<file path="config.mk">
export PLATFORM = sky130hd
export DESIGN_NAME = ccu_top
export DESIGN_NICKNAME = d
export VERILOG_FILES = /design/src/common/ccu_pkg.sv /design/src/hdl/ccu_channel.sv /design/src/hdl/ccu_top.sv
export SDC_FILE = /design/constraint.sdc
export NUM_CORES = 1
export LEC_CHECK = 0
export ABC_AREA = 1
export BUFFER_PORTS_ARGS = -buffer_cell sky130_fd_sc_hd__buf_2
export CAP_MARGIN = 10
export CORE_ASPECT_RATIO = 1.5
export CORE_MARGIN = 2
export CORE_UTILIZATION = 45
export CTS_BUF_LIST = sky130_fd_sc_hd__clkbuf_4
export CTS_CLUSTER_SIZE = 24
export DETAILED_ROUTE_END_ITERATION = 12
export MAX_ROUTING_LAYER = met4
export PLACE_DENSITY = 0.69
export SYNTH_ARGS = -nofsm -noshare
export SYNTH_HDL_FRONTEND = slang
export SYNTH_SLANG_ARGS = --single-unit
</file>
<file path="constraint.sdc">
create_clock -name mclk -period 3.27 [get_ports mclk]
set_input_delay 0.654 -clock mclk [delete_from_list [all_inputs] [get_ports mclk]]
set_output_delay 0.654 -clock mclk [all_outputs]
set_load 0.1 [all_outputs]
</file>
<file path="src/common/ccu_pkg.sv">
package ccu_pkg;

  // register offsets on the plain register port
  localparam logic [7:0] CCU_OFS_FLAGS = 8'h0c;
  localparam logic [7:0] CCU_OFS_TB_LO = 8'h0e;
  localparam logic [7:0] CCU_OFS_TB_HI = 8'h0f;
  localparam logic [7:0] CCU_OFS_TB_CTRL = 8'h10;
  localparam logic [7:0] CCU_OFS_CH1_RES_LO = 8'h15;
  localparam logic [7:0] CCU_OFS_CH1_RES_HI = 8'h16;
  localparam logic [7:0] CCU_OFS_CH1_CTRL = 8'h17;
  localparam logic [7:0] CCU_OFS_CH2_RES_LO = 8'h1b;
  localparam logic [7:0] CCU_OFS_CH2_RES_HI = 8'h1c;
  localparam logic [7:0] CCU_OFS_CH2_CTRL = 8'h1d;

  // field positions
  localparam int CCU_FLAG_OVF_BIT = 0;
  localparam int CCU_FLAG_CH1_BIT = 2;
  localparam int CCU_FLAG_CH2_BIT = 3;
  localparam int CCU_TB_ON_BIT = 0;
  localparam int CCU_CTRL_DUTY1_BIT = 5;
  localparam int CCU_CTRL_DUTY0_BIT = 4;
  localparam int CCU_CTRL_MODE_MSB = 3;
  localparam int CCU_CTRL_WIDTH = 6;

  // reset values and the last count of the timebase
  localparam logic [5:0] CCU_CTRL_RESET = 6'h00;
  localparam logic [15:0] CCU_TB_RESET = 16'h0000;
  localparam logic [15:0] CCU_TB_LAST = 16'hffff;
  localparam logic [15:0] CCU_RES_RESET = 16'h0000;
  localparam logic [7:0] CCU_RDATA_RESET = 8'h00;

  // channel mode field codes
  localparam logic [3:0] CCU_MODE_OFF = 4'h0;
  localparam logic [3:0] CCU_MODE_CAP_FALL = 4'h4;
  localparam logic [3:0] CCU_MODE_CAP_RISE = 4'h5;
  localparam logic [3:0] CCU_MODE_CAP_RISE4 = 4'h6;
  localparam logic [3:0] CCU_MODE_CAP_RISE16 = 4'h7;
  localparam logic [3:0] CCU_MODE_CMP_SET = 4'h8;
  localparam logic [3:0] CCU_MODE_CMP_CLR = 4'h9;
  localparam logic [3:0] CCU_MODE_CMP_SOFT = 4'ha;
  localparam logic [3:0] CCU_MODE_CMP_TRIG = 4'hb;

  // prescaler counter width and the masks that mark every 4th and 16th edge
  localparam logic [3:0] CCU_PRESC_ZERO = 4'h0;
  localparam logic [3:0] CCU_PRESC_ONE = 4'h1;
  localparam logic [3:0] CCU_PRESC_MASK4 = 4'h3;
  localparam logic [3:0] CCU_PRESC_MASK16 = 4'hf;

  // capture modes are 01xx
  function automatic logic ccu_is_capture(input logic [3:0] mode);
    return mode[3:2] == 2'b01;
  endfunction

  // compare modes are 10xx
  function automatic logic ccu_is_compare(input logic [3:0] mode);
    return mode[3:2] == 2'b10;
  endfunction

  // pwm modes are 11xx
  function automatic logic ccu_is_pwm(input logic [3:0] mode);
    return mode[3:2] == 2'b11;
  endfunction

endpackage

</file>
<file path="src/hdl/ccu_channel.sv">
`timescale 1ns/1ps
module ccu_channel
  import ccu_pkg::*;
(
  input wire logic mclk,
  input wire logic arst_n,
  input wire logic [3:0] mode,
  input wire logic mode_wr_off,
  input wire logic channel_pin,
  input wire logic [15:0] timebase,
  input wire logic timebase_on,
  input wire logic wr_lo,
  input wire logic wr_hi,
  input wire logic [7:0] wdata,
  output logic [15:0] result,
  output logic cmp_out,
  output logic event_pulse,
  output logic trigger_pulse
);

  typedef struct packed {
    logic pin_meta;
    logic pin_sync;
    logic pin_prev;
    logic [3:0] presc;
    logic [15:0] result;
    logic cmp_out;
    logic event_pulse;
    logic trigger_pulse;
  } ccu_ch_state_t;

  ccu_ch_state_t st;
  ccu_ch_state_t next_st;
  logic rise;
  logic fall;
  logic capture;
  logic match;
  logic [3:0] presc_inc;

  // edges seen on the synchronised pin; the pin level is watched, so a port write can capture
  assign rise = st.pin_sync & ~st.pin_prev;
  assign fall = st.pin_prev & ~st.pin_sync;
  assign presc_inc = st.presc + CCU_PRESC_ONE;
  // match only while the timebase is counting, so a stopped count does not flag forever
  assign match = ccu_is_compare(mode) && timebase_on && (st.result == timebase);

  // capture event select by mode field
  always_comb begin
    case (mode)
      CCU_MODE_CAP_FALL: capture = fall;
      CCU_MODE_CAP_RISE: capture = rise;
      CCU_MODE_CAP_RISE4: capture = rise && ((presc_inc & CCU_PRESC_MASK4) == CCU_PRESC_ZERO);
      CCU_MODE_CAP_RISE16: capture = rise && ((presc_inc & CCU_PRESC_MASK16) == CCU_PRESC_ZERO);
      default: capture = 1'b0;
    endcase
  end

  // next state of the channel
  always_comb begin
    next_st = st;
    next_st.pin_meta = channel_pin;
    next_st.pin_sync = st.pin_meta;
    next_st.pin_prev = st.pin_sync;
    next_st.event_pulse = 1'b0;
    next_st.trigger_pulse = 1'b0;
    // prescaler only lives in capture modes; a switch between capture modes keeps the count
    if (!ccu_is_capture(mode) || mode_wr_off) begin
      next_st.presc = CCU_PRESC_ZERO;
    end else if (rise) begin
      next_st.presc = presc_inc;
    end
    // software writes to the result bytes; a capture in the same cycle overrides them
    if (wr_lo) begin
      next_st.result[7:0] = wdata;
    end
    if (wr_hi) begin
      next_st.result[15:8] = wdata;
    end
    if (capture) begin
      next_st.result = timebase;
      next_st.event_pulse = 1'b1;
    end
    if (match) begin
      next_st.event_pulse = 1'b1;
      case (mode)
        CCU_MODE_CMP_SET: next_st.cmp_out = 1'b1;
        CCU_MODE_CMP_CLR: next_st.cmp_out = 1'b0;
        CCU_MODE_CMP_TRIG: next_st.trigger_pulse = 1'b1;
        default: next_st.cmp_out = st.cmp_out;
      endcase
    end
    // the off mode holds the output latch low
    if (mode == CCU_MODE_OFF || mode_wr_off) begin
      next_st.cmp_out = 1'b0;
    end
  end

  // state register
  always_ff @(posedge mclk or negedge arst_n) begin
    if (!arst_n) begin
      st <= '0;
    end else begin
      st <= next_st;
    end
  end

  assign result = st.result;
  assign cmp_out = st.cmp_out;
  assign event_pulse = st.event_pulse;
  assign trigger_pulse = st.trigger_pulse;

endmodule

</file>
<file path="src/hdl/ccu_top.sv">
`timescale 1ns/1ps
module ccu_top
  import ccu_pkg::*;
(
  input wire logic mclk,
  input wire logic arst_n,
  input wire logic [7:0] reg_addr,
  input wire logic [7:0] reg_wdata,
  input wire logic reg_wr,
  input wire logic reg_rd,
  output logic [7:0] reg_rdata,
  input wire logic channel1_pin,
  input wire logic channel2_pin,
  output logic channel1_cmp_out,
  output logic channel2_cmp_out,
  input wire logic converter_enabled,
  output logic conversion_start,
  output logic timebase_overflow_flag,
  output logic channel1_event_flag,
  output logic channel2_event_flag
);

  typedef struct packed {
    logic [15:0] tb;
    logic tb_on;
    logic ovf;
    logic flag1;
    logic flag2;
    logic [5:0] ctrl1;
    logic [5:0] ctrl2;
    logic [7:0] rdata;
    logic conv_start;
    logic cmp1;
    logic cmp2;
  } ccu_state_t;

  ccu_state_t st;
  ccu_state_t next_st;

  // write decodes, one per register
  logic wr_flags;
  logic wr_tb_lo;
  logic wr_tb_hi;
  logic wr_tb_ctrl;
  logic wr_ch1_lo;
  logic wr_ch1_hi;
  logic wr_ch1_ctrl;
  logic wr_ch2_lo;
  logic wr_ch2_hi;
  logic wr_ch2_ctrl;

  // channel side signals
  logic [15:0] res1;
  logic [15:0] res2;
  logic cmp1;
  logic cmp2;
  logic ev1;
  logic ev2;
  logic trig1;
  logic trig2;
  logic off1;
  logic off2;
  logic tb_wrap;

  // true when a write strobe hits the given offset
  function automatic logic ccu_hit(input logic strobe, input logic [7:0] addr, input logic [7:0] ofs);
    return strobe && (addr == ofs);
  endfunction

  // address decode for writes
  always_comb begin
    wr_flags = ccu_hit(reg_wr, reg_addr, CCU_OFS_FLAGS);
    wr_tb_lo = ccu_hit(reg_wr, reg_addr, CCU_OFS_TB_LO);
    wr_tb_hi = ccu_hit(reg_wr, reg_addr, CCU_OFS_TB_HI);
    wr_tb_ctrl = ccu_hit(reg_wr, reg_addr, CCU_OFS_TB_CTRL);
    wr_ch1_lo = ccu_hit(reg_wr, reg_addr, CCU_OFS_CH1_RES_LO);
    wr_ch1_hi = ccu_hit(reg_wr, reg_addr, CCU_OFS_CH1_RES_HI);
    wr_ch1_ctrl = ccu_hit(reg_wr, reg_addr, CCU_OFS_CH1_CTRL);
    wr_ch2_lo = ccu_hit(reg_wr, reg_addr, CCU_OFS_CH2_RES_LO);
    wr_ch2_hi = ccu_hit(reg_wr, reg_addr, CCU_OFS_CH2_RES_HI);
    wr_ch2_ctrl = ccu_hit(reg_wr, reg_addr, CCU_OFS_CH2_CTRL);
  end

  // a control write of mode zero clears the channel prescaler and output latch in the same edge as the write
  assign off1 = wr_ch1_ctrl && (reg_wdata[CCU_CTRL_MODE_MSB:0] == CCU_MODE_OFF);
  assign off2 = wr_ch2_ctrl && (reg_wdata[CCU_CTRL_MODE_MSB:0] == CCU_MODE_OFF);

  // the counter rolls over only when it counts past its last value
  assign tb_wrap = st.tb_on && (st.tb == CCU_TB_LAST);

  // channel one: its trigger resets the timebase only
  ccu_channel u_ch1 (
    .mclk(mclk),
    .arst_n(arst_n),
    .mode(st.ctrl1[CCU_CTRL_MODE_MSB:0]),
    .mode_wr_off(off1),
    .channel_pin(channel1_pin),
    .timebase(st.tb),
    .timebase_on(st.tb_on),
    .wr_lo(wr_ch1_lo),
    .wr_hi(wr_ch1_hi),
    .wdata(reg_wdata),
    .result(res1),
    .cmp_out(cmp1),
    .event_pulse(ev1),
    .trigger_pulse(trig1)
  );

  // channel two: its trigger also starts a conversion
  ccu_channel u_ch2 (
    .mclk(mclk),
    .arst_n(arst_n),
    .mode(st.ctrl2[CCU_CTRL_MODE_MSB:0]),
    .mode_wr_off(off2),
    .channel_pin(channel2_pin),
    .timebase(st.tb),
    .timebase_on(st.tb_on),
    .wr_lo(wr_ch2_lo),
    .wr_hi(wr_ch2_hi),
    .wdata(reg_wdata),
    .result(res2),
    .cmp_out(cmp2),
    .event_pulse(ev2),
    .trigger_pulse(trig2)
  );

  // next state of the shared timebase, flags, control and read port
  always_comb begin
    next_st = st;
    next_st.conv_start = 1'b0;
    next_st.cmp1 = cmp1;
    next_st.cmp2 = cmp2;

    // free counting; the overflow set sits below the software clear so that a set wins
    if (st.tb_on) begin
      next_st.tb = st.tb + 16'h0001;
    end

    // trigger reset of the count keeps the overflow flag from setting in a wrap cycle
    if (trig1 || trig2) begin
      next_st.tb = CCU_TB_RESET;
    end
    // conversion starts only when the converter is enabled
    if (trig2 && converter_enabled) begin
      next_st.conv_start = 1'b1;
    end

    // software timebase writes come last so they beat a trigger reset
    if (wr_tb_lo) begin
      next_st.tb[7:0] = reg_wdata;
    end
    if (wr_tb_hi) begin
      next_st.tb[15:8] = reg_wdata;
    end
    if (wr_tb_ctrl) begin
      next_st.tb_on = reg_wdata[CCU_TB_ON_BIT];
    end

    // control registers; duty bits 5:4 are stored and read back but no mode uses them
    if (wr_ch1_ctrl) begin
      next_st.ctrl1 = reg_wdata[CCU_CTRL_WIDTH-1:0];
    end
    if (wr_ch2_ctrl) begin
      next_st.ctrl2 = reg_wdata[CCU_CTRL_WIDTH-1:0];
    end

    // flags clear by writing one; a hardware set in the same cycle wins
    if (wr_flags) begin
      if (reg_wdata[CCU_FLAG_OVF_BIT]) begin
        next_st.ovf = 1'b0;
      end
      if (reg_wdata[CCU_FLAG_CH1_BIT]) begin
        next_st.flag1 = 1'b0;
      end
      if (reg_wdata[CCU_FLAG_CH2_BIT]) begin
        next_st.flag2 = 1'b0;
      end
    end
    if (tb_wrap && !(trig1 || trig2)) begin
      next_st.ovf = 1'b1;
    end
    if (ev1) begin
      next_st.flag1 = 1'b1;
    end
    if (ev2) begin
      next_st.flag2 = 1'b1;
    end

    // read data stand only in the cycle after the read strobe
    next_st.rdata = CCU_RDATA_RESET;
    if (reg_rd) begin
      case (reg_addr)
        CCU_OFS_FLAGS: begin
          next_st.rdata[CCU_FLAG_OVF_BIT] = st.ovf;
          next_st.rdata[CCU_FLAG_CH1_BIT] = st.flag1;
          next_st.rdata[CCU_FLAG_CH2_BIT] = st.flag2;
        end
        CCU_OFS_TB_LO: next_st.rdata = st.tb[7:0];
        CCU_OFS_TB_HI: next_st.rdata = st.tb[15:8];
        CCU_OFS_TB_CTRL: next_st.rdata[CCU_TB_ON_BIT] = st.tb_on;
        CCU_OFS_CH1_RES_LO: next_st.rdata = res1[7:0];
        CCU_OFS_CH1_RES_HI: next_st.rdata = res1[15:8];
        CCU_OFS_CH1_CTRL: next_st.rdata = {2'b00, st.ctrl1};
        CCU_OFS_CH2_RES_LO: next_st.rdata = res2[7:0];
        CCU_OFS_CH2_RES_HI: next_st.rdata = res2[15:8];
        CCU_OFS_CH2_CTRL: next_st.rdata = {2'b00, st.ctrl2};
        default: next_st.rdata = CCU_RDATA_RESET;
      endcase
    end
  end

  // state register for the timebase, flags, control, read data and outputs
  always_ff @(posedge mclk or negedge arst_n) begin
    if (!arst_n) begin
      st <= '0;
    end else begin
      st <= next_st;
    end
  end

  // outputs from flops
  assign reg_rdata = st.rdata;
  assign channel1_cmp_out = st.cmp1;
  assign channel2_cmp_out = st.cmp2;
  assign conversion_start = st.conv_start;
  assign timebase_overflow_flag = st.ovf;
  assign channel1_event_flag = st.flag1;
  assign channel2_event_flag = st.flag2;

endmodule

</file>
# [Yosys cells after proc, flatten, opt, wreduce, memory -nomap -nowiden]
# Index checks and enable logic that the tools add are counted.
[totals] ff_bits=95 output_inout_bits=14
[op_classes] addsub=3 n_eq_ne=31 n_mux=39 n_bitwise=8 reduce_logical=61
[op_table] operator="2-to-1 mux 16 bit" n=4
[op_table] operator="== test 8 x 5 -> 1 bit (second input constant)" n=7
[op_table] operator="2-to-1 mux 8 bit" n=7
[op_table] operator="== test 16 bit" n=2
[op_table] operator="== test 4 x 3 -> 1 bit (second input constant)" n=8
[op_table] operator="one-hot mux 4 bit (8 select lines)" n=1
[op_table] operator="logical NOT 4 bit" n=7
[op_table] operator="nonzero test 2 bit" n=14
[op_table] operator="== test 4 bit (second input constant)" n=6
[op_table] operator="== test 8 x 4 -> 1 bit (second input constant)" n=3
[op_table] operator="logical AND 1 bit" n=23
[op_table] operator="one-hot mux 2 bit (9 select lines)" n=1
[op_table] operator="adder 16 x 1 -> 16 bit (second input constant)" n=1
[op_table] operator="== test 16 bit (second input constant)" n=1
[op_table] operator="2-to-1 mux 4 bit" n=4
[op_table] operator="2-to-1 mux 1 bit" n=13
[op_table] operator="nonzero test 3 bit" n=4
[op_table] operator="one-hot mux 1 bit (10 select lines)" n=1
[op_table] operator="AND reduction 2 bit" n=5
[op_table] operator="2-to-1 mux 3 bit" n=3
[op_table] operator="adder 4 x 1 -> 4 bit (second input constant)" n=2
[op_table] operator="one-hot mux 1 bit (4 select lines)" n=2
[op_table] operator="one-hot mux 1 bit (8 select lines)" n=1
[op_table] operator="logical OR 1 bit" n=5
[op_table] operator="6 further kinds" n=17

# [Longest topological paths before layout]
# Gate-level depths: netlist of run 1.
[depth] ltp_word=7 depth_mapped=13

# [Modules after synthesis]
# A second synthesis of run 1 with hierarchy kept.
[unflattened] cells_unflattened=1037 area_unflattened_um2=6976.7
[by_module_without_submodules] mod="ccu_channel" n_inst=2 cells_per_inst=282 area_each_um2=1928.1 seq_area_each_um2=650.6
[by_module_without_submodules] mod="ccu_top" n_inst=1 cells_per_inst=473 area_each_um2=3120.5 seq_area_each_um2=1076.0

# [Worst setup path before layout of run 1]
# No wires, ideal clock.
[synth_path] path_kind="input-to-reg" startpoint="input reg_addr[7]" endpoint="register st (netlist bit reg_rdata[1])" setup_ps=77 arrival_time_ps=1679 t_required_ps=3193 path_slack_ps=1514 stages=9 path_cell_list="nor2_2 > nand3_4 > inv_2 > buf_4 > buf_4 > nand2_1 > o22ai_1 > nor2_1 > a21oi_1"
[synth_lines] item="start: declaration" line="ccu_top.sv:7" source="input wire logic [7:0] reg_addr,"
[synth_lines] item="end signal: assignment" line="ccu_top.sv:217" source="st <= next_st;"
[synth_lines] item="end: declaration" line="ccu_top.sv:37" source="ccu_state_t st;"

# [Worst setup path after layout of run 1]
[layout_path] startpoint="register u_ch2.st[19] in the netlist's numbering" endpoint="register u_ch2.st (netlist bit u_ch2.result[0])"
[layout_between] elab_chain_cells=5
[layout_lines] item="start: declaration" line="ccu_channel.sv:32" source="ccu_ch_state_t st;"
[layout_lines] item="start signal: assignment" line="ccu_channel.sv:103" source="st <= next_st;"
[layout_lines] item="adder 4 x 1 -> 4 bit (*)" line="ccu_channel.sv:43" source="assign presc_inc = st.presc + CCU_PRESC_ONE;"
[layout_lines] item="logical NOT 4 bit (on tied branches)" line="ccu_channel.sv:53, ccu_channel.sv:52"
[layout_lines] item="logical AND 1 bit (on tied branches)" line="ccu_channel.sv:53, ccu_channel.sv:52"
[layout_lines] item="one-hot mux 1 bit (4 select lines) (*)" line="ccu_channel.sv:49" source="case (mode)"
[layout_lines] item="2-to-1 mux 16 bit or nonzero test 2 bit (tied branches)"
# Mark *: on every way between the ends. The rest lies on a longest branch, timed or not.
# A chain may end at the register's enable or synchronous reset.

==> results of run 1 <==
layer usage:
metal / part of all wire, % / up-vias / GRT usage, %
met2: 48 / 309 / 49.63
met1: 38 / 2931 / 36.90
met5: 0 / - / -
met4: 6.6 / 0 / 17.67
li1: - / 2985 / -
met3: 6.6 / 92 / 4.208
worst max-delay path by stage:
stage | from | endpoint | slack, ns | cells after the start
detailed placement | reg_addr[7] | u_ch2.st[21] | 0.92 | 7
global route | u_ch2.st[19] | u_ch2.result[1] | 0.91 | 12
CTS | u_ch2.st[19] | u_ch2.result[15] | 1.12 | 12
floorplan | reg_addr[7] | reg_rdata[1] | 1.51 | 9
global placement | reg_addr[7] | u_ch2.st[20] | 0.96 | 7
finish | u_ch2.st[19] | u_ch2.result[0] | 1.14 | 12
cell usage in the layout (no fill, tap or decap), types with 3 or more instances in the layout:
cell type  synthesis  routed
nand2_1          266     266
nand3_1          135     135
inv_1            105     105
dfrtp_1           95      95
nor2_1            94      94
o21ai_0           40      40
buf_2             16      35
o22ai_1           21      21
nand4_1           18      18
nor3_1            18      18
a21oi_1           17      17
buf_4             13      12
inv_2             11      11
clkbuf_4           0      10
o21ai_1            8       8
xor2_1             6       6
nor2_2             5       5
ha_1               5       5
nand2_4            4       4
nand2_2            3       3
nand3_2            3       3
o211ai_1           3       3
o21ai_2            3       3
logic make-up (layout without fill, tap and decap cells):
group | after synthesis | count (layout) | synth area share, %
AO/OA/AOI/OAI | 94 | 94 | 8.381
XOR/XNOR | 7 | 7 | 0.9919
adder cells (fa/ha/maj) | 5 | 5 | 1.012
buffers and inverters | 154 | 181 | 10.89
flip-flops | 95 | 95 | 38.46
other | 0 | 1 | 0
AND/OR/NAND/NOR | 557 | 557 | 40.26
synth_stat cells:
library cell	instances	area share (%)
inv_2	11	0.67
nor4_4	2	0.69
o21ai_2	3	0.43
xnor2_1	1	0.14
buf_6	1	0.18
inv_1	105	6.4
dfrtp_1	95	38
nand3b_1	1	0.12
nor2_4	1	0.18
or2_1	2	0.20
nand3_2	3	0.49
a21oi_1	17	1.4
nor2_1	94	5.7
o22ai_1	21	2.1
buf_8	1	0.24
nand2_2	3	0.30
a31oi_1	2	0.20
nand3_4	1	0.28
nand4_1	18	1.8
nor3_2	1	0.16
clkinv_4	1	0.14
inv_4	1	0.10
clkbuf_1	5	0.30
nand2_4	4	0.73
o211ai_1	3	0.36
buf_2	16	1.3
nor3_1	18	1.5
nor2_2	5	0.51
nand2_1	266	16
o21ai_1	8	0.65
xor2_1	6	0.85
nor2_8	1	0.32
ha_1	5	1.0
nand3_1	135	11
buf_4	13	1.6
nor4_1	2	0.20
o21ai_0	40	3.2
power groups by stage:
stage | combinational, mW | sequential [mW] | clock [mW]
final | 1.23 | 1.72 | 0.660
after global routing | 1.37 | 1.72 | 0.729
after CTS | 1.21 | 1.70 | 0.673
after detailed placement | 1.21 | 1.72 | 0
after global placement | 1.21 | 1.73 | 0
after floorplan | 0.861 | 1.57 | 0
sequential cells by signal (all words and copies together), names as in the netlist, 2 cells and up:
name	count
u_ch2.st	5
u_ch1.st	5
u_ch1.next_st	2
u_ch1.result	16
st	29
u_ch2.next_st	2
u_ch2.result	16
reg_rdata	8
through the flow:
stage                     total power [mW]  utilization (%)  std cells  hold WS, ns  setup WS (ns)
after global placement               2.935            47.71       1085       0.3352         0.9634
after global routing                 3.826            48.74       1102       0.2598         0.9137
final                                3.606            48.74       1102       0.2410          1.139
after floorplan                      2.426                -        912       0.3312          1.514
after detailed placement             2.932            47.71       1085       0.3381         0.9186
after CTS                            3.583            48.72       1101       0.2585          1.117
cell type report:
class                           count  area [um^2]  area share (%)
Sequential cell                    95         2377           36.22
Antenna cell                        1        2.502         0.03812
Clock buffer                       10        75.07           1.144
Timing Repair Buffer               47        265.3           4.041
Clock inverter                      6        60.06          0.9150
Inverter                          118        450.4           6.862
Tap cell                          162        202.7           3.088
Multi-Input combinational cell    663         3131           47.69
==> results.md, run 1 <==
* Status: finished clean
* Final setup violating endpoints at 0
* DRT iter0 DRCs at 755
* Cell Area, Synth at 6181 um^2
* Least-Margin Pin Slew at about 0.79 ns
* Critical path's most frequent cell: nand2_1
* Residual DRC count at 0
* Seq cells post-synth at 95
* Comb pwr share at around 34%
* Period minus WS final at about 2.1 ns
* WP data required at about 3.7 ns
* Reg-to-Reg End: u_ch2.result[0]
* FF-to-FF Start: u_ch2.st[19]
* CP Data Arrival Time at ~2.5 ns
* Setup Fix Bufs, Post-CTS at 0
* CP Buf/Inv Count at 2
* DR WL/cell at roughly 20 um
* Cell Int Power at between 2 and 2.5 mW
* Die Area at ~15000 um^2
* Post_cts resized at 0
* Layout Nets at approximately 960
* Startpoint types: flop
* Syn Area/Cell at roughly 6.8 um^2
* Initial antenna violation count at 1
* Switching pwr at 1.591 mW
* Die height at roughly 150 um
* Synth-to-layout area growth at 6.194%
* Root buffer cell: clkbuf_4
* Routed Antenna Nets at 0
* Detail Placement HPWL at between 15000 and 20000 um
* Worst clock skew at 0.02812 ns
* Worst setup EP type: flop
* Total GRT Usage at a little under a third
* Core Area at about 13000 um^2
* Share of layout cells above drive strength 1 at 10.54%
* Clk sinks at 95
* Via count at around 6.3k
* Placement Rows at between 50 and 60
* Worst IR Drop VDD at approximately 0.00027 V
* CP Cell Sequence: ha_1, inv_1, nand2_1, nand2_1, nand3_1, nand2_1, nand2_1, nand2_1, nand2_2, inv_2, nand2_1, nand3_1
* Worst-path clk slew at roughly 0.14 ns
* Cell variety after synth at 37
* CP max stage delay at 0.47 ns
* Clock share of power at a little under a fifth
* Final slew viol count at 0
* Design area at approximately 6600 um^2
* DR vias/cell at between 5 and 6
* Crit path kind: flop to flop
* Top delay family on crit path: simple AND/OR/NAND/NOR gates
* Final hold vios at 0
* Headroom to the max-slew limit at about 47%
* Post-placement cell area at about 6400 um^2
* CTS tree: yes
* Leak at 3.356 nW
* Fin crit share at about two thirds
* Hold Crit Class: input pin to async pin
* RSZ-0062 raised after global routing: no
* RePlAce Congestion at 1.049
* Sequential share of power at between 40% and 50%
* CTS buffer count at 9
* Pin count of the biggest net entering global routing at 60
* Sequential area share after synthesis at between 30% and 40%
* Maxcap violations at 0
* Synthesized net count at 940
* Sw frac at between 40% and 50%
* Initial core utilization at 45.89%
* Global-route wire length before repair at ~33000 um
* Global route overflow at 0
* CTS hold repair buffers at 0
* Routed wire length at 21600 um
* Peak Freq at 0.4692 GHz
* Post-Syn Instances at roughly 910
* Max Root-Sink Buffers at 2
* CP max stage cell: dfrtp_1
* FF-to-FF path depth at 12
* Number of global-route vias before repair at between 5k and 6k
* Initial DRT Pass Iterations at 6
* Synth Warn # at 0
* I/O pin cnt at 37
* H-tree depth at 3
* TNS Setup at 0 ns
* Die W at roughly 100 um
* FILL cells at approximately 1.4k
* # port buffers at 36
* PwrDens at roughly 550 nW/um^2
* Reg2reg setup slack at between 1 and 1.5 ns
* Clk_lat worst skew at between 0.4 and 0.5 ns
* Crit-path max FO at 34
(Power assumes the default switching activity.)
==> inputs of run 2 (changes only) <==
PLACE_DENSITY = 0.71   (was 0.69)
clock period = 1.9 ns   (was 3.27 ns; I/O delays follow)
==> run 2 against run 1 <==
Via count grew 2.9%. Routed wire length grew 5.0%. Core utilization up 3.9 points. Cell count up 6.1%. Largest cell class unchanged. Largest power group unchanged.
==> results.md, run 2 (synthesized netlist as in run 1, its figures left out) <==
* Worst-path clk slew at 0.15 ns (about the same)
* Final WS setup at 0.07412 ns (-1.064 ns)
* Startpoint types: flop
* Commonest non-fill, non-tap cells in the layout: nand2_1, nand3_1, inv_1
* PwrDens at 940.7 nW/um^2 (+71%)
* Detail Placement HPWL at 18060 um (+7.7%)
* Share of layout cells above drive strength 1 at 16.20% (+5.7 points)
* CP Buf/Inv Count at 1 (-1)
* Crit path kind: flop to flop
* Design Power at 6.673 mW (+85%)
* Initial DRT Pass Iterations at 6 (unchanged)
* Die height at 147.5 um (unchanged)
* Final slew viol count at 0 (unchanged)
* RePlAce Congestion at 1.050 (about the same)
* Core Area at 13470 um^2 (unchanged)
* Reg2reg setup slack at 0.07 ns (-1.06 ns)
* Residual DRC count at 0 (unchanged)
* Reg-to-Reg End: u_ch1.cmp_out
* Dpl ws at 0.1045 ns (-0.8141 ns)
* Critical Path Stages at 11 (-1)
* Clk sinks at 95 (unchanged)
* TNS Setup at 0 ns (unchanged)
* CP Cell Sequence: buf_4, nand2_1, nand2_1, nor2_1, nand2_1, nor2_1, nand3_1, nand2_1, nand2_1, nand2_1, nand2_1
* WP data required at 2.28 ns (-1.39 ns)
* Pin count of the biggest net entering global routing at 41 (-32%)
* Placement Rows at 52 (unchanged)
* Via count at 6503 (+2.9%)
* Die Area at 14710 um^2 (unchanged)
* HP Start: converter_enabled
* Number of global-route vias before repair at 6298 (+8.4%)
* Crit-path max FO at 4 (-88%)
* Design area at 7093 um^2 (+8.1%)
* Clk_lat worst skew at 0.49 ns (+0.02 ns)
* DR vias/cell at 5.563 (-3.0%)
* Layout Nets at 1030 (+7.1%)
* Hold-critical path endpoint: conversion_start
* FF-to-FF path depth at 11 (-1)
* Final hold vios at 0 (unchanged)
* RSZ-0062 raised after global routing: no
* I/O pin cnt at 37 (unchanged)
* CTS tree: yes
* Headroom to the max-slew limit at 67.71% (+20 points)
* CP max stage delay at 0.50 ns (+0.03 ns)
* Root buffer cell: clkbuf_4
* Max Root-Sink Buffers at 2 (unchanged)
* Period minus WS final at 1.826 ns (-0.3055 ns)
* H-tree depth at 3 (unchanged)
* Worst IR Drop VDD at 0.0004885 V (+80%)
* Post-layout util at 52.67% (+3.9 points)
* Global-route wire length before repair at 34830 um (+4.8%)
* Leak at 3.683 nW (+9.8%)
* Setup Fix Bufs, Post-CTS at 0 (unchanged)
* Fin cells at 1169 (+6.1%)
* Post_cts resized at 0 (unchanged)
* Worst clock skew at 0.02003 ns (-0.008089 ns)
* CP Data Arrival Time at 2.21 ns (-0.33 ns)
* Initial core utilization at 45.89% (unchanged)
* Peak Freq at 0.5477 GHz (+17%)
* Top reg by flops: st
* Total GRT Usage at 32.43% (+1.6 points)
* Die W at 99.69 um (unchanged)
* Routed Antenna Nets at 0 (unchanged)
* Worst setup EP type: flop
* Top delay family on crit path: simple AND/OR/NAND/NOR gates
* Least-Margin Pin Slew at 0.4878 ns (-0.3007 ns)
* Max FFs per register at 29 (unchanged)
* Hold Crit Class: input pin to flop
* FF-to-FF Start: st[37]
* DR WL/cell at 19.41 um (-0.99%)
* Placed cell count at 1150 (+6.0%)
* CP max stage cell: dfrtp_1
* Initial antenna violation count at 1 (unchanged)
* Critical path's most frequent cell: nand2_1
* Post-placement cell area at 6927 um^2 (+7.8%)
* Status: finished clean
* Fin crit share at 96.10% (+31 points)
* Routed wire length at 22690 um (+5.0%)
* Worst Hold Depth at 3
* CTS buffer count at 9 (unchanged)
* Global route overflow at 0 (unchanged)
* # port buffers at 36 (unchanged)
* CTS hold repair buffers at 3 (+3)
* Maxcap violations at 0 (unchanged)
* Synth-to-layout area growth at 14.76%
* Final setup violating endpoints at 0 (unchanged)
* WHS at 0.08576 ns (-0.1552 ns)
* DRT iter0 DRCs at 571 (-24%)
* Most common cell after layout, fill and taps aside: nand2_1
## run 2: cell count changes in the layout (fill, tap and decap cells not counted)
cell | previous run | this run
buf_12 | 0 | 1
buf_4 | 12 | 76
clkinv_2 | 2 | 0
clkinv_4 | 1 | 2
dlygate4sd3_1 | 0 | 3
## run 2: area by class of cell
type	instances	area, um^2
Antenna cell	1	2.502
Multi-Input combinational cell	663	3131
Clock inverter	5	58.81
Clock buffer	10	75.07
Timing Repair Buffer	115	795.8
Inverter	118	450.4
Sequential cell	95	2377
Fill cell	1366	6375
Tap cell	162	202.7
## run 2: worst max-delay path by stage
stage / start / to / slack (ns)
6_report: st[37] / u_ch1.cmp_out / 0.07
5_1_grt: st[37] / u_ch1.cmp_out / 0.002
4_1_cts: st[37] / u_ch1.cmp_out / 0.15
3_5_place_dp: reg_addr[7] / reg_rdata[0] / 0.10
3_3_place_gp: reg_addr[7] / reg_rdata[6] / 0.15
2_1_floorplan: u_ch1.st[19] / u_ch1.result[0] / 0.34
## run 2: report_power, final
group	leakage, nW	internal (mW)	switching [mW]
Sequential	1.17	2.39	0.403
Combinational	2.44	0.986	1.73
Clock	0.0705	0.413	0.749
## run 2: worst reg2reg max path: stages (launching register included)
cell and delay [ns]:
dfrtp_1 0.50, buf_4 0.20, nand2_1 0.06, nand2_1 0.10
nor2_1 0.15, nand2_1 0.06, nor2_1 0.27, nand3_1 0.15
nand2_1 0.09, nand2_1 0.05, nand2_1 0.05, nand2_1 0.04
## run 2: layer usage
metal / global-route usage [%] / routed length [um] / up-vias
met3: 4.444 / 1217 / 89
li1: - / - / 3119
met4: 18.36 / 1480 / 0
met5: - / 0 / -
met1: 37.69 / 8968 / 3028
met2: 53.51 / 11020 / 267
==> inputs of run 3 (changes only) <==
CELL_PAD_IN_SITES_DETAIL_PLACEMENT = 1   (was not set)
CELL_PAD_IN_SITES_GLOBAL_PLACEMENT = 1   (was not set)
CORE_UTILIZATION = 41   (was 45)
PLACE_DENSITY = 0.85   (was 0.71)
==> run 3 against run 2 <==
First-iteration DRC count up 2.3%. Combinational power about the same. Die area up 9.4%. Fmax up 0.32%.
==> results.md, run 3 (synthesized netlist as in run 1, its figures left out) <==
* Status: finished clean
* Hold Crit Class: input pin to flop
* Worst setup path startpoint: channel1_event_flag
* WP data required at 1.52 ns (-0.76 ns)
* HP Start: converter_enabled
* Clk sinks at 95 (unchanged)
* Sw frac at 44.76% (+1.5 points)
* CTS buffer count at 9 (unchanged)
* CP Cell Sequence: buf_2
* FF-to-FF Start: st[28]
* Final slew viol count at 0 (unchanged)
* CP Data Arrival Time at 1.44 ns (-0.77 ns)
* Top delay family on crit path: flip-flops
* Maxcap violations at 0 (unchanged)
* Routed wire length at 25610 um (+13%)
* I/O pin cnt at 37 (unchanged)
* Crit path kind: flop to primary output
* DRT iter0 DRCs at 584 (+2.3%)
* Pin count of the biggest net entering global routing at 62 (+51%)
* Share of layout cells above drive strength 1 at 16.35% (+0.15 points)
* Final WS setup at 0.08003 ns (+0.005906 ns)
* Post-layout util at 47.69% (-5.0 points)
* Global route overflow at 0 (unchanged)
* Max FFs per register at 29 (unchanged)
* Design Power at 6.687 mW (+0.21%)
* Max Root-Sink Buffers at 2 (unchanged)
* Worst clock skew at 0.01121 ns (-0.008818 ns)
* Startpoint types: flop
* Crit-path max FO at 3 (-1)
* H-tree depth at 3 (unchanged)
* CP max stage cell: dfrtp_1
* Worst setup EP type: primary output
* Synth-to-layout area growth at 15.22%
* Die W at 104.3 um (+4.6%)
* WHS at 0.08559 ns (-0.0001692 ns)
* Top reg by flops: st
* FILL cells at 2016 (+48%)
* Total GRT Usage at 33.57% (+1.1 points)
* Via count at 6837 (+5.1%)
* Worst-path clk slew at 0.15 ns (about the same)
* Fin crit share at 95.79% (-0.31 points)
* Least-Margin Pin Slew at 0.4876 ns (-0.0001626 ns)
* PwrDens at 938.9 nW/um^2 (-0.19%)
* Final setup violating endpoints at 0 (unchanged)
* Commonest non-fill, non-tap cells in the layout: nand2_1, nand3_1, inv_1
* Die Area at 16090 um^2 (+9.4%)
* Layout Nets at 1021 (-0.87%)
* Period minus WS final at 1.820 ns (-0.005906 ns)
* DR WL/cell at 21.39 um (+10%)
* Switching pwr at 2.993 mW (+3.7%)
* Most common cell after layout, fill and taps aside: nand2_1
* Cell Int Power at 3.694 mW (-2.5%)
* Headroom to the max-slew limit at 67.72% (about the same)
* DR vias/cell at 5.712 (+2.7%)
* RePlAce Congestion at 1.069 (+1.9%)
* Dpl ws at 0.002086 ns (-0.1024 ns)
* Global-route wire length before repair at 39470 um (+13%)
* Clk_lat worst skew at 0.51 ns (+0.02 ns)
* Final hold vios at 0 (unchanged)
* Leak at 3.650 nW (-0.91%)
* CTS tree: yes
* CP max stage delay at 0.47 ns (-0.03 ns)
* Worst IR Drop VDD at 0.0003763 V (-23%)
* CP Buf/Inv Count at 1 (unchanged)
* # port buffers at 36 (unchanged)
* Root buffer cell: clkbuf_4
* Initial core utilization at 41.39% (-4.5 points)
* Initial DRT Pass Iterations at 6 (unchanged)
* Detail Placement HPWL at 20210 um (+12%)
* Residual DRC count at 0 (unchanged)
* Initial antenna violation count at 1 (unchanged)
* Sequential share of power at 41.9% (about the same)
* Number of global-route vias before repair at 7131 (+13%)
* Die height at 154.4 um (+4.6%)
* Routed Antenna Nets at 0 (unchanged)
* Comb pwr share at 40.9% (about the same)
* Peak Freq at 0.5495 GHz (+0.32%)
* Core Area at 14930 um^2 (+11%)
* Clock share of power at 17.3% (about the same)
* Placement Rows at 55 (+5.8%)
## run 3: changes by cell type in the layout (fill, tap and decap cells not counted), moves of 2 or more
| cell | previous run | this run |
|---|---|---|
| buf_8 | 0 | 2 |
| buf_4 | 76 | 64 |
| inv_4 | 1 | 3 |
| nor2_1 | 94 | 92 |
| dfrtp_1 | 95 | 90 |
| clkinv_2 | 0 | 3 |
| nor2_2 | 5 | 7 |
| inv_2 | 11 | 9 |
| dfrtp_2 | 0 | 5 |
## run 3: area by class of cell
type,count,area (um^2),area share [%]
flip-flops and latches,95,2384,33.47
well taps,199,249.0,3.496
clock inverters,6,62.56,0.8784
multi-input cells,663,3146,44.17
clock buffers,9,67.56,0.9487
inverters,118,455.4,6.395
diodes,1,2.502,0.03514
repair buffers,106,755.7,10.61
## run 3: through the flow
| step | std cells | TNS (ns) | area (um^2) |
|---|---|---|---|
| 4_1_cts | 1195 | 0 | 7071 |
| 3_3_place_gp | 1177 | 0 | 6910 |
| 3_5_place_dp | 1177 | 0 | 6910 |
| 6_report | 1197 | 0 | 7122 |
| 2_1_floorplan | 912 | 0 | 6181 |
| 5_1_grt | 1197 | -0.003419 | 7122 |
## run 3: repair_timing
action,4_1_cts,5_1_grt
setup endpoints to repair,0,36
buffers inserted,0,1
hold buffers,3,0
endpoints found under the hold margin,97,0
resized for setup,0,17
## run 3: per-layer routing
| layer | GRT usage (%) | vias up | part of all wire (%) |
|---|---|---|---|
| li1 | - | 3101 | - |
| met1 | 36.35 | 3327 | 38 |
| met2 | 54.61 | 281 | 48 |
| met3 | 3.877 | 128 | 4.9 |
| met4 | 29.02 | 0 | 9.6 |
| met5 | - | - | 0 |
## run 3: power groups by stage
stage / clock (mW) / combinational (mW) / sequential [mW]
final: 1.15 / 2.73 / 2.80
after global routing: 1.23 / 2.97 / 2.84
after CTS: 1.18 / 2.68 / 2.77
after detailed placement: 0 / 2.66 / 2.81
after global placement: 0 / 2.60 / 2.79
after floorplan: 0 / 1.48 / 2.69
## run 3: path summary, 6_finish.rpt
kind                                          end  slack (ns)  cells after the start
min in group asynchronous         u_ch1.result[6]        0.35                      3
min reg2reg                     u_ch1.next_st[23]        0.37                      0
max                           channel1_event_flag        0.08                      1
max in group asynchronous            u_ch2.st[19]        1.17                      3
min                              conversion_start        0.09                      3
max reg2reg                timebase_overflow_flag        0.09                      9
